==> config.mk <==
export PLATFORM = sky130hd
export DESIGN_NAME = tmc_dual_timer
export DESIGN_NICKNAME = d
export VERILOG_FILES = /design/src/rtl/tmc_pkg.sv /design/src/rtl/tmc_dual_timer.sv
export SDC_FILE = /design/constraint.sdc
export NUM_CORES = 1
export LEC_CHECK = 0
export ABC_CLOCK_PERIOD_IN_PS = 6800
export BUFFER_PORTS_ARGS = -buffer_cell sky130_fd_sc_hd__buf_4
export CORE_MARGIN = 4
export CORE_UTILIZATION = 40
export CTS_CLUSTER_SIZE = 8
export DETAILED_ROUTE_END_ITERATION = 7
export GPL_ROUTABILITY_DRIVEN = 0
export PLACE_DENSITY = 0.68
export SLEW_MARGIN = 20
export SYNTH_ARGS = -nofsm -noshare
export SYNTH_HDL_FRONTEND = slang
export SYNTH_SLANG_ARGS = --single-unit
==> constraint.sdc <==
create_clock -name ref_clk_i -period 6.8 [get_ports ref_clk_i]
set_input_delay 1.36 -clock ref_clk_i [delete_from_list [all_inputs] [get_ports ref_clk_i]]
set_output_delay 1.36 -clock ref_clk_i [all_outputs]
set_load 0.02 [all_outputs]
==> src/rtl/tmc_pkg.sv <==
// Constants, register map and types for the dual timer/counter
package tmc_pkg;

    // ****************************************
    // Clocking
    // ****************************************
    localparam int unsigned CLK_MHZ = 200;
    // Reference clock periods in one machine cycle
    localparam int unsigned OSC_PER_MC = 12;
    localparam logic [3:0] MC_DIV_LAST = 4'(OSC_PER_MC - 1);

    // ****************************************
    // Register map
    // ****************************************
    localparam int unsigned ADDR_W = 3;
    localparam logic [2:0] REG_CTRL = 3'h0;
    localparam logic [2:0] REG_MODE = 3'h1;
    localparam logic [2:0] REG_A_LOW = 3'h2;
    localparam logic [2:0] REG_A_HIGH = 3'h3;
    localparam logic [2:0] REG_B_LOW = 3'h4;
    localparam logic [2:0] REG_B_HIGH = 3'h5;

    // ****************************************
    // Control register fields
    // ****************************************
    localparam int unsigned B_OVF = 7;
    localparam int unsigned B_RUN = 6;
    localparam int unsigned A_OVF = 5;
    localparam int unsigned A_RUN = 4;
    localparam int unsigned B_EDGE = 3;
    localparam int unsigned B_TYPE = 2;
    localparam int unsigned A_EDGE = 1;
    localparam int unsigned A_TYPE = 0;

    // ****************************************
    // Mode register fields
    // ****************************************
    localparam int unsigned CFG_B_LSB = 4;
    localparam int unsigned CFG_A_LSB = 0;

    // ****************************************
    // Reset values
    // ****************************************
    localparam logic [7:0] CTRL_RST = 8'h00;
    localparam logic [7:0] MODE_RST = 8'h00;
    localparam logic [7:0] COUNT_RST = 8'h00;
    localparam logic [3:0] DIV_RST = 4'h0;

    typedef enum logic [1:0] {
        MODE_13BIT,
        MODE_16BIT,
        MODE_RELOAD8,
        MODE_SPLIT
    } tmc_mode_e;

    // One nibble of the mode register: gate bit, function bit, mode field
    typedef struct packed {
        logic gate;
        logic ext_count;
        tmc_mode_e mode;
    } tmc_cfg_s;

endpackage : tmc_pkg

==> src/rtl/tmc_dual_timer.sv <==
// Dual timer/counter with control, mode and count registers
// Notes on behaviour
// - Overflow sets flag; interrupt vector clears it
// - Run bits switch each timer on/off
// - External edge flags set on edge, cleared on service
// - Type bits pick edge or level interrupt
// - Mode 0: 13 bits, low five prescale
// - Mode 0 upper low-byte bits undefined, ignored
// - Count only when run and gate allows
// - Rollover to zero sets the overflow flag
// - Setting run bit keeps count values
// - Mode 1: cascaded 16-bit counter, no prescaler
// - Mode 2: low byte reloads from high byte
// - Timer B in mode 3 holds count
// - Timer A mode 3 low byte uses A controls
// - Timer A mode 3 high byte uses B run/flag
// - B still runs, overflows without setting flag
// - Function bit picks machine cycles or pin
// - Mode upper nibble B, lower nibble A
// - Timer increments once per machine cycle
// - Counter counts sampled high-then-low on pin
//
// Decided for this implementation: the strobed register port and the register offsets.
`timescale 1ns/100ps

// ****************************************
// Count register pair for one timer
// ****************************************
module tmc_counter #(
    parameter bit SPLIT_OK = 1'b0
) (
    input wire logic ref_clk_i,
    input wire logic resetn_i,
    input wire logic inc_i,
    input wire logic inc_high_i,
    input tmc_pkg::tmc_mode_e mode_i,
    input wire logic wr_low_i,
    input wire logic wr_high_i,
    input wire logic [7:0] wdata_i,
    output logic [7:0] low_o,
    output logic [7:0] high_o,
    output logic ovf_o,
    output logic ovf_high_o
);
    logic [7:0] low_next;
    logic [7:0] high_next;
    logic ovf_next;
    logic ovf_high_next;

    always_comb begin
        low_next = low_o;
        high_next = high_o;
        ovf_next = 1'b0;
        ovf_high_next = 1'b0;
        case (mode_i)
            tmc_pkg::MODE_13BIT: begin
                // Bits 7:5 of the low byte are left as they are
                if (inc_i) begin
                    if (low_o[4:0] == 5'h1f) begin
                        low_next = {low_o[7:5], 5'h00};
                        high_next = high_o + 8'h01;
                        ovf_next = (high_o == 8'hff);
                    end else begin
                        low_next = {low_o[7:5], low_o[4:0] + 5'h01};
                    end
                end
            end
            tmc_pkg::MODE_16BIT: begin
                if (inc_i) begin
                    {high_next, low_next} = {high_o, low_o} + 16'h0001;
                    ovf_next = ({high_o, low_o} == 16'hffff);
                end
            end
            tmc_pkg::MODE_RELOAD8: begin
                if (inc_i) begin
                    if (low_o == 8'hff) begin
                        low_next = high_o;
                        ovf_next = 1'b1;
                    end else begin
                        low_next = low_o + 8'h01;
                    end
                end
            end
            tmc_pkg::MODE_SPLIT: begin
                if (SPLIT_OK) begin
                    if (inc_i) begin
                        low_next = low_o + 8'h01;
                        ovf_next = (low_o == 8'hff);
                    end
                    if (inc_high_i) begin
                        high_next = high_o + 8'h01;
                        ovf_high_next = (high_o == 8'hff);
                    end
                end
            end
            default: begin
                low_next = low_o;
            end
        endcase
        if (wr_low_i) begin
            low_next = wdata_i;
        end
        if (wr_high_i) begin
            high_next = wdata_i;
        end
    end

    always_ff @(posedge ref_clk_i) begin
        if (!resetn_i) begin
            low_o <= tmc_pkg::COUNT_RST;
            high_o <= tmc_pkg::COUNT_RST;
            ovf_o <= 1'b0;
            ovf_high_o <= 1'b0;
        end else begin
            low_o <= low_next;
            high_o <= high_next;
            ovf_o <= ovf_next;
            ovf_high_o <= ovf_high_next;
        end
    end
endmodule : tmc_counter

// ****************************************
// Top level
// ****************************************
module tmc_dual_timer (
    input wire logic ref_clk_i,
    input wire logic resetn_i,
    input wire logic [2:0] addr_i,
    input wire logic [7:0] wdata_i,
    input wire logic wr_i,
    input wire logic rd_i,
    output logic [7:0] rdata_o,
    input wire logic timer_a_count_pin_i,
    input wire logic timer_b_count_pin_i,
    input wire logic ext_irq_a_pin_i,
    input wire logic ext_irq_b_pin_i,
    input wire logic timer_a_vector_ack_i,
    input wire logic timer_b_vector_ack_i,
    input wire logic ext_irq_a_ack_i,
    input wire logic ext_irq_b_ack_i,
    output logic [7:0] ctrl_o,
    output logic timer_a_ovf_o,
    output logic timer_b_ovf_o
);
    logic [7:0] ctrl_reg;
    logic [7:0] mode_reg;
    logic [7:0] rdata_reg;
    logic [3:0] div_reg;
    logic tick_reg;
    logic cnt_a_smp_reg;
    logic cnt_b_smp_reg;
    logic irq_a_smp_reg;
    logic irq_b_smp_reg;
    logic [7:0] a_low;
    logic [7:0] a_high;
    logic [7:0] b_low;
    logic [7:0] b_high;
    logic a_ovf;
    logic a_ovf_high;
    logic b_ovf;
    tmc_pkg::tmc_cfg_s cfg_a;
    tmc_pkg::tmc_cfg_s cfg_b;
    logic wr_ctrl;
    logic fall_a;
    logic fall_b;
    logic irq_fall_a;
    logic irq_fall_b;
    logic inc_a;
    logic inc_b;
    logic inc_a_high;
    logic a_split;
    logic b_flag_set;

    assign cfg_a = tmc_pkg::tmc_cfg_s'(mode_reg[tmc_pkg::CFG_A_LSB +: 4]);
    assign cfg_b = tmc_pkg::tmc_cfg_s'(mode_reg[tmc_pkg::CFG_B_LSB +: 4]);
    assign wr_ctrl = wr_i && (addr_i == tmc_pkg::REG_CTRL);
    assign a_split = (cfg_a.mode == tmc_pkg::MODE_SPLIT);

    // ****************************************
    // Machine cycle tick
    // ****************************************
    always_ff @(posedge ref_clk_i) begin
        if (!resetn_i) begin
            div_reg <= tmc_pkg::DIV_RST;
            tick_reg <= 1'b0;
        end else begin
            div_reg <= (div_reg == tmc_pkg::MC_DIV_LAST) ? tmc_pkg::DIV_RST : div_reg + 4'h1;
            tick_reg <= (div_reg == tmc_pkg::MC_DIV_LAST);
        end
    end

    // ****************************************
    // Pin sampling, once per machine cycle
    // ****************************************
    always_ff @(posedge ref_clk_i) begin
        if (!resetn_i) begin
            cnt_a_smp_reg <= 1'b0;
            cnt_b_smp_reg <= 1'b0;
            irq_a_smp_reg <= 1'b1;
            irq_b_smp_reg <= 1'b1;
        end else if (tick_reg) begin
            cnt_a_smp_reg <= timer_a_count_pin_i;
            cnt_b_smp_reg <= timer_b_count_pin_i;
            irq_a_smp_reg <= ext_irq_a_pin_i;
            irq_b_smp_reg <= ext_irq_b_pin_i;
        end
    end

    assign fall_a = tick_reg && cnt_a_smp_reg && !timer_a_count_pin_i;
    assign fall_b = tick_reg && cnt_b_smp_reg && !timer_b_count_pin_i;
    assign irq_fall_a = tick_reg && irq_a_smp_reg && !ext_irq_a_pin_i;
    assign irq_fall_b = tick_reg && irq_b_smp_reg && !ext_irq_b_pin_i;

    // ****************************************
    // Count enables
    // ****************************************
    assign inc_a = ctrl_reg[tmc_pkg::A_RUN] && (!cfg_a.gate || ext_irq_a_pin_i)
        && (cfg_a.ext_count ? fall_a : tick_reg);
    assign inc_b = ctrl_reg[tmc_pkg::B_RUN] && (!cfg_b.gate || ext_irq_b_pin_i)
        && (cfg_b.ext_count ? fall_b : tick_reg);
    assign inc_a_high = tick_reg && ctrl_reg[tmc_pkg::B_RUN];
    // Split timer A takes the B flag; B overflows then only pulse the output
    assign b_flag_set = a_split ? a_ovf_high : b_ovf;

    tmc_counter #(
        .SPLIT_OK(1'b1)
    ) u_timer_a (
        .ref_clk_i(ref_clk_i),
        .resetn_i(resetn_i),
        .inc_i(inc_a),
        .inc_high_i(inc_a_high),
        .mode_i(cfg_a.mode),
        .wr_low_i(wr_i && (addr_i == tmc_pkg::REG_A_LOW)),
        .wr_high_i(wr_i && (addr_i == tmc_pkg::REG_A_HIGH)),
        .wdata_i(wdata_i),
        .low_o(a_low),
        .high_o(a_high),
        .ovf_o(a_ovf),
        .ovf_high_o(a_ovf_high)
    );

    // Timer B in mode 3 holds as if stopped
    tmc_counter #(
        .SPLIT_OK(1'b0)
    ) u_timer_b (
        .ref_clk_i(ref_clk_i),
        .resetn_i(resetn_i),
        .inc_i(inc_b),
        .inc_high_i(1'b0),
        .mode_i(cfg_b.mode),
        .wr_low_i(wr_i && (addr_i == tmc_pkg::REG_B_LOW)),
        .wr_high_i(wr_i && (addr_i == tmc_pkg::REG_B_HIGH)),
        .wdata_i(wdata_i),
        .low_o(b_low),
        .high_o(b_high),
        .ovf_o(b_ovf),
        .ovf_high_o()
    );

    // ****************************************
    // Control register
    // ****************************************
    always_ff @(posedge ref_clk_i) begin
        if (!resetn_i) begin
            ctrl_reg <= tmc_pkg::CTRL_RST;
        end else begin
            // Run and type bits only change on a write
            if (wr_ctrl) begin
                ctrl_reg[tmc_pkg::B_RUN] <= wdata_i[tmc_pkg::B_RUN];
                ctrl_reg[tmc_pkg::A_RUN] <= wdata_i[tmc_pkg::A_RUN];
                ctrl_reg[tmc_pkg::B_TYPE] <= wdata_i[tmc_pkg::B_TYPE];
                ctrl_reg[tmc_pkg::A_TYPE] <= wdata_i[tmc_pkg::A_TYPE];
            end
            // Hardware set wins over vector clear and software write
            if (a_ovf) begin
                ctrl_reg[tmc_pkg::A_OVF] <= 1'b1;
            end else if (timer_a_vector_ack_i) begin
                ctrl_reg[tmc_pkg::A_OVF] <= 1'b0;
            end else if (wr_ctrl) begin
                ctrl_reg[tmc_pkg::A_OVF] <= wdata_i[tmc_pkg::A_OVF];
            end
            if (b_flag_set) begin
                ctrl_reg[tmc_pkg::B_OVF] <= 1'b1;
            end else if (timer_b_vector_ack_i) begin
                ctrl_reg[tmc_pkg::B_OVF] <= 1'b0;
            end else if (wr_ctrl) begin
                ctrl_reg[tmc_pkg::B_OVF] <= wdata_i[tmc_pkg::B_OVF];
            end
            // Edge type: set on a sampled fall; level type: follows sampled low
            if (ctrl_reg[tmc_pkg::A_TYPE] ? irq_fall_a : (tick_reg && !ext_irq_a_pin_i)) begin
                ctrl_reg[tmc_pkg::A_EDGE] <= 1'b1;
            end else if (!ctrl_reg[tmc_pkg::A_TYPE] && tick_reg) begin
                ctrl_reg[tmc_pkg::A_EDGE] <= 1'b0;
            end else if (ext_irq_a_ack_i) begin
                ctrl_reg[tmc_pkg::A_EDGE] <= 1'b0;
            end else if (wr_ctrl) begin
                ctrl_reg[tmc_pkg::A_EDGE] <= wdata_i[tmc_pkg::A_EDGE];
            end
            if (ctrl_reg[tmc_pkg::B_TYPE] ? irq_fall_b : (tick_reg && !ext_irq_b_pin_i)) begin
                ctrl_reg[tmc_pkg::B_EDGE] <= 1'b1;
            end else if (!ctrl_reg[tmc_pkg::B_TYPE] && tick_reg) begin
                ctrl_reg[tmc_pkg::B_EDGE] <= 1'b0;
            end else if (ext_irq_b_ack_i) begin
                ctrl_reg[tmc_pkg::B_EDGE] <= 1'b0;
            end else if (wr_ctrl) begin
                ctrl_reg[tmc_pkg::B_EDGE] <= wdata_i[tmc_pkg::B_EDGE];
            end
        end
    end

    // ****************************************
    // Mode register and read port
    // ****************************************
    always_ff @(posedge ref_clk_i) begin
        if (!resetn_i) begin
            mode_reg <= tmc_pkg::MODE_RST;
        end else if (wr_i && (addr_i == tmc_pkg::REG_MODE)) begin
            mode_reg <= wdata_i;
        end
    end

    always_ff @(posedge ref_clk_i) begin
        if (!resetn_i) begin
            rdata_reg <= 8'h00;
        end else if (rd_i) begin
            case (addr_i)
                tmc_pkg::REG_CTRL: rdata_reg <= ctrl_reg;
                tmc_pkg::REG_MODE: rdata_reg <= mode_reg;
                tmc_pkg::REG_A_LOW: rdata_reg <= a_low;
                tmc_pkg::REG_A_HIGH: rdata_reg <= a_high;
                tmc_pkg::REG_B_LOW: rdata_reg <= b_low;
                tmc_pkg::REG_B_HIGH: rdata_reg <= b_high;
                default: rdata_reg <= 8'h00;
            endcase
        end else begin
            rdata_reg <= 8'h00;
        end
    end

    assign rdata_o = rdata_reg;
    assign ctrl_o = ctrl_reg;
    assign timer_a_ovf_o = a_ovf;
    assign timer_b_ovf_o = b_ovf;
endmodule : tmc_dual_timer

==> results.sh <==
export IMPL_synthToLayoutAreaGrowth_pct=12.0
export IMPL_synth_distinct_cells=71
export IMPL_yosys_area_share_simple_pct=25.4
export IMPL_synth_compound_area_share_pct=27.0
export IMPL_hold_buffers=0
export IMPL_via_density_per_instance=6.25
export IMPL_antenna_found_initial=0
export IMPL_groute_usage_overall_pct=21.5
export IMPL_post_synth_main_area_contributors="dfxtp_1, o21ai_0, ha_1"
export IMPL_layout_cells_most_common="dfxtp_1"
export IMPL_synth_adder_area_share_pct=4.50
export IMPL_postSynthAreaPerCell_um2=8.01
export IMPL_max_cap_violations=0
export IMPL_period_share_pct=44.0
export IMPL_post_synthesis_instance_total=555
export IMPL_worst_pin_slew_ps=857
export IMPL_first_global_vias=4080
export IMPL_initial_drt_pass_iterations=5
export IMPL_cts_resized_gates=0
export IMPL_tritoncts_num_buffers=9
export IMPL_post_route_cells_drive_above_1_share_pct=15.1
export IMPL_synth_edff_count=0
export IMPL_power_density_nw_per_um2=174
export IMPL_drc=0
export IMPL_floorplan_die_width_um=113
export IMPL_ys_seq_elements=68
export IMPL_clkLatencyLatePin_ps=360
export IMPL_use_met1_pct=30.0
export IMPL_met3_resource_use_gr_pct=3.40
export IMPL_placement_io_buffers=40
export IMPL_wl_per_cell_um=19.1
export IMPL_wp_data_arrival_ps=3220
export IMPL_final_setup_skew_ps=8.65
export IMPL_post_dp_hpwl_um=9970
export IMPL_worst_path_buf_inv=2
export IMPL_synthMuxAreaShare_pct=6.95
export IMPL_antenna_cells_inserted=0
export IMPL_global_route_peak_usage_layer="met2"
export IMPL_critical_path_max_fanout=46
export IMPL_cts_sinks=68
export IMPL_final_setup_viol_count=0
export IMPL_highest_cell_delay_on_the_worst_timing_path_ps=810
export IMPL_crit_path_top_delay_cell="clkinv_1"
export IMPL_start_util_pct=41.0
export IMPL_cts_reportedPaths_clkPinSlew_ps=80
export IMPL_leakage_nw=1.82
export IMPL_synth_xor_area_share_pct=0.985
export IMPL_yosys_most_used_dff="dfxtp_1"
export IMPL_synth_top_cell_area_share_pct=30.6
export IMPL_timing_max_slew_rel_slack_pct=42.9
export IMPL_htree_levels=3
export IMPL_net_count_after_synthesis=594
export IMPL_status="finished, final reports clean"
export IMPL_dominant_cell_type_by_area_after_synthesis="dfxtp_1"
export IMPL_leftover_overflow_at_the_end_of_global_routing=0
export IMPL_final_cell_mix="dfxtp_1, nand2_1, nor2_1, o21ai_0, buf_4"
export IMPL_met2_usage_pct=33.5
export IMPL_synth_area_um2=4450
export IMPL_critical_path_top_delay_family="buffers and inverters"
export IMPL_criticalPathCategory="input port to flip-flop"
export IMPL_detail_route_iter0_violations=391
export IMPL_drtAntennaViolNets=0
export IMPL_asyncSetResetFlopFracSynth_pct=0
export IMPL_worstPathCellList="buf_4 -> clkinv_1 -> nor3_1 -> nand3_1 -> o311ai_0"
export IMPL_tritoncts_clock_tree="built"
export IMPL_placement_rows=38
export IMPL_post_cts_buffers=0
export IMPL_grt_pass1_wl_um=21900
export IMPL_worst_hold_slack_ps=453
export IMPL_timing_final_hold_violations=0
export IMPL_nNetsFinal=616
export IMPL_route_vias_total=4513
export IMPL_layout_core_utilization_pct=45.9
export IMPL_fin_total_pwr_mw=0.865
export IMPL_grt_start_max_net_pins=47
export IMPL_die_area_um2=12900
export IMPL_ios=41
export IMPL_critPathCaptureType="flip-flop"
export IMPL_grt_setup_unrepaired="no"
export IMPL_die_h_um=113
export IMPL_synth_top_family_by_area="compound AO/OA/AOI/OAI gates"
export IMPL_wirelength_um=13800
export IMPL_clk_root_buffer_cell="clkbuf_8"
export IMPL_worst_setup_path_start_kind="input port"
export IMPL_vdd_ir_drop_worst_v=0.0000722
export IMPL_drv_slew=0
export IMPL_highest_attainable_clock_frequency_mhz=334
export IMPL_maximum_clock_insertion_buffer_count=2
export IMPL_synth_warnings=0
export IMPL_hold_path_class="flip-flop to flip-flop"
export IMPL_crit_required_ps=7030
export IMPL_core_um2=10800
export IMPL_fin_tns_setup_ps=0
export IMPL_synth_yosys_seq_area_share_pct=30.6
export IMPL_final_min_clock_period_ps=2990
cells in the mapped netlist, drive strengths merged, types with 6 or more instances:
library cell,number
nand3,26
mux2i,14
and3,11
o21ai,47
a22oi,12
nand2,53
ha,16
nand2b,6
clkbuf,16
nor3,8
nand4,9
nor2,51
or3,13
nor2b,8
mux2,11
inv,16
dfxtp,68
a31oi,23
a21oi,32
buf,13
routing by layer:
layer  wire, µm  up-vias  share of wire (%)
met3       1090       33                7.9
met2       6210      208                 45
met5          0        -                  0
met1       6140     2136                 44
met4        357        0                2.6
li1           -     2136                  -
worst paths after layout:
check                      from                  end  slack (ps)  depth (start not counted)
min reg2reg          div_reg[0]           div_reg[0]         450                          1
max                    resetn_i   u_timer_b.low_o[3]        3810                          5
max reg2reg  u_timer_b.low_o[0]  u_timer_b.high_o[5]        4150                          8
min                  div_reg[0]           div_reg[0]         450                          1
area by class of cell:
type / instances / area [µm²]
fillers: 1036 / 5860
multi-input cells: 441 / 2890
flip-flops and latches: 68 / 1360
repair buffers: 40 / 300
well taps: 140 / 175
clock buffers: 9 / 124
clock inverters: 7 / 67.6
inverters: 17 / 63.8
power breakdown:
part           internal (mW)  leakage (nW)  switching [mW]
combinational         0.0405          1.17          0.0629
sequential             0.409         0.551          0.0175
clock                  0.168         0.103           0.167
logic make-up after synthesis:
group / Yosys count
adder cells (fa/ha/maj): 16
flip-flops: 68
multiplexers: 27
buffers and inverters: 46
AND/OR/NAND/NOR: 215
AO/OA/AOI/OAI: 178
XOR/XNOR: 5
per-stage QoR:
step | instance area, µm² | setup slack [ps] | std cells
2_1_floorplan | 4450 | 4100 | 555
3_3_place_gp | 4790 | 3530 | 706
3_5_place_dp | 4790 | 3490 | 706
4_1_cts | 4980 | 3860 | 722
5_1_grt | 4980 | 3610 | 722
6_report | 4980 | 3810 | 722
Power figures use the tool's default switching activity.
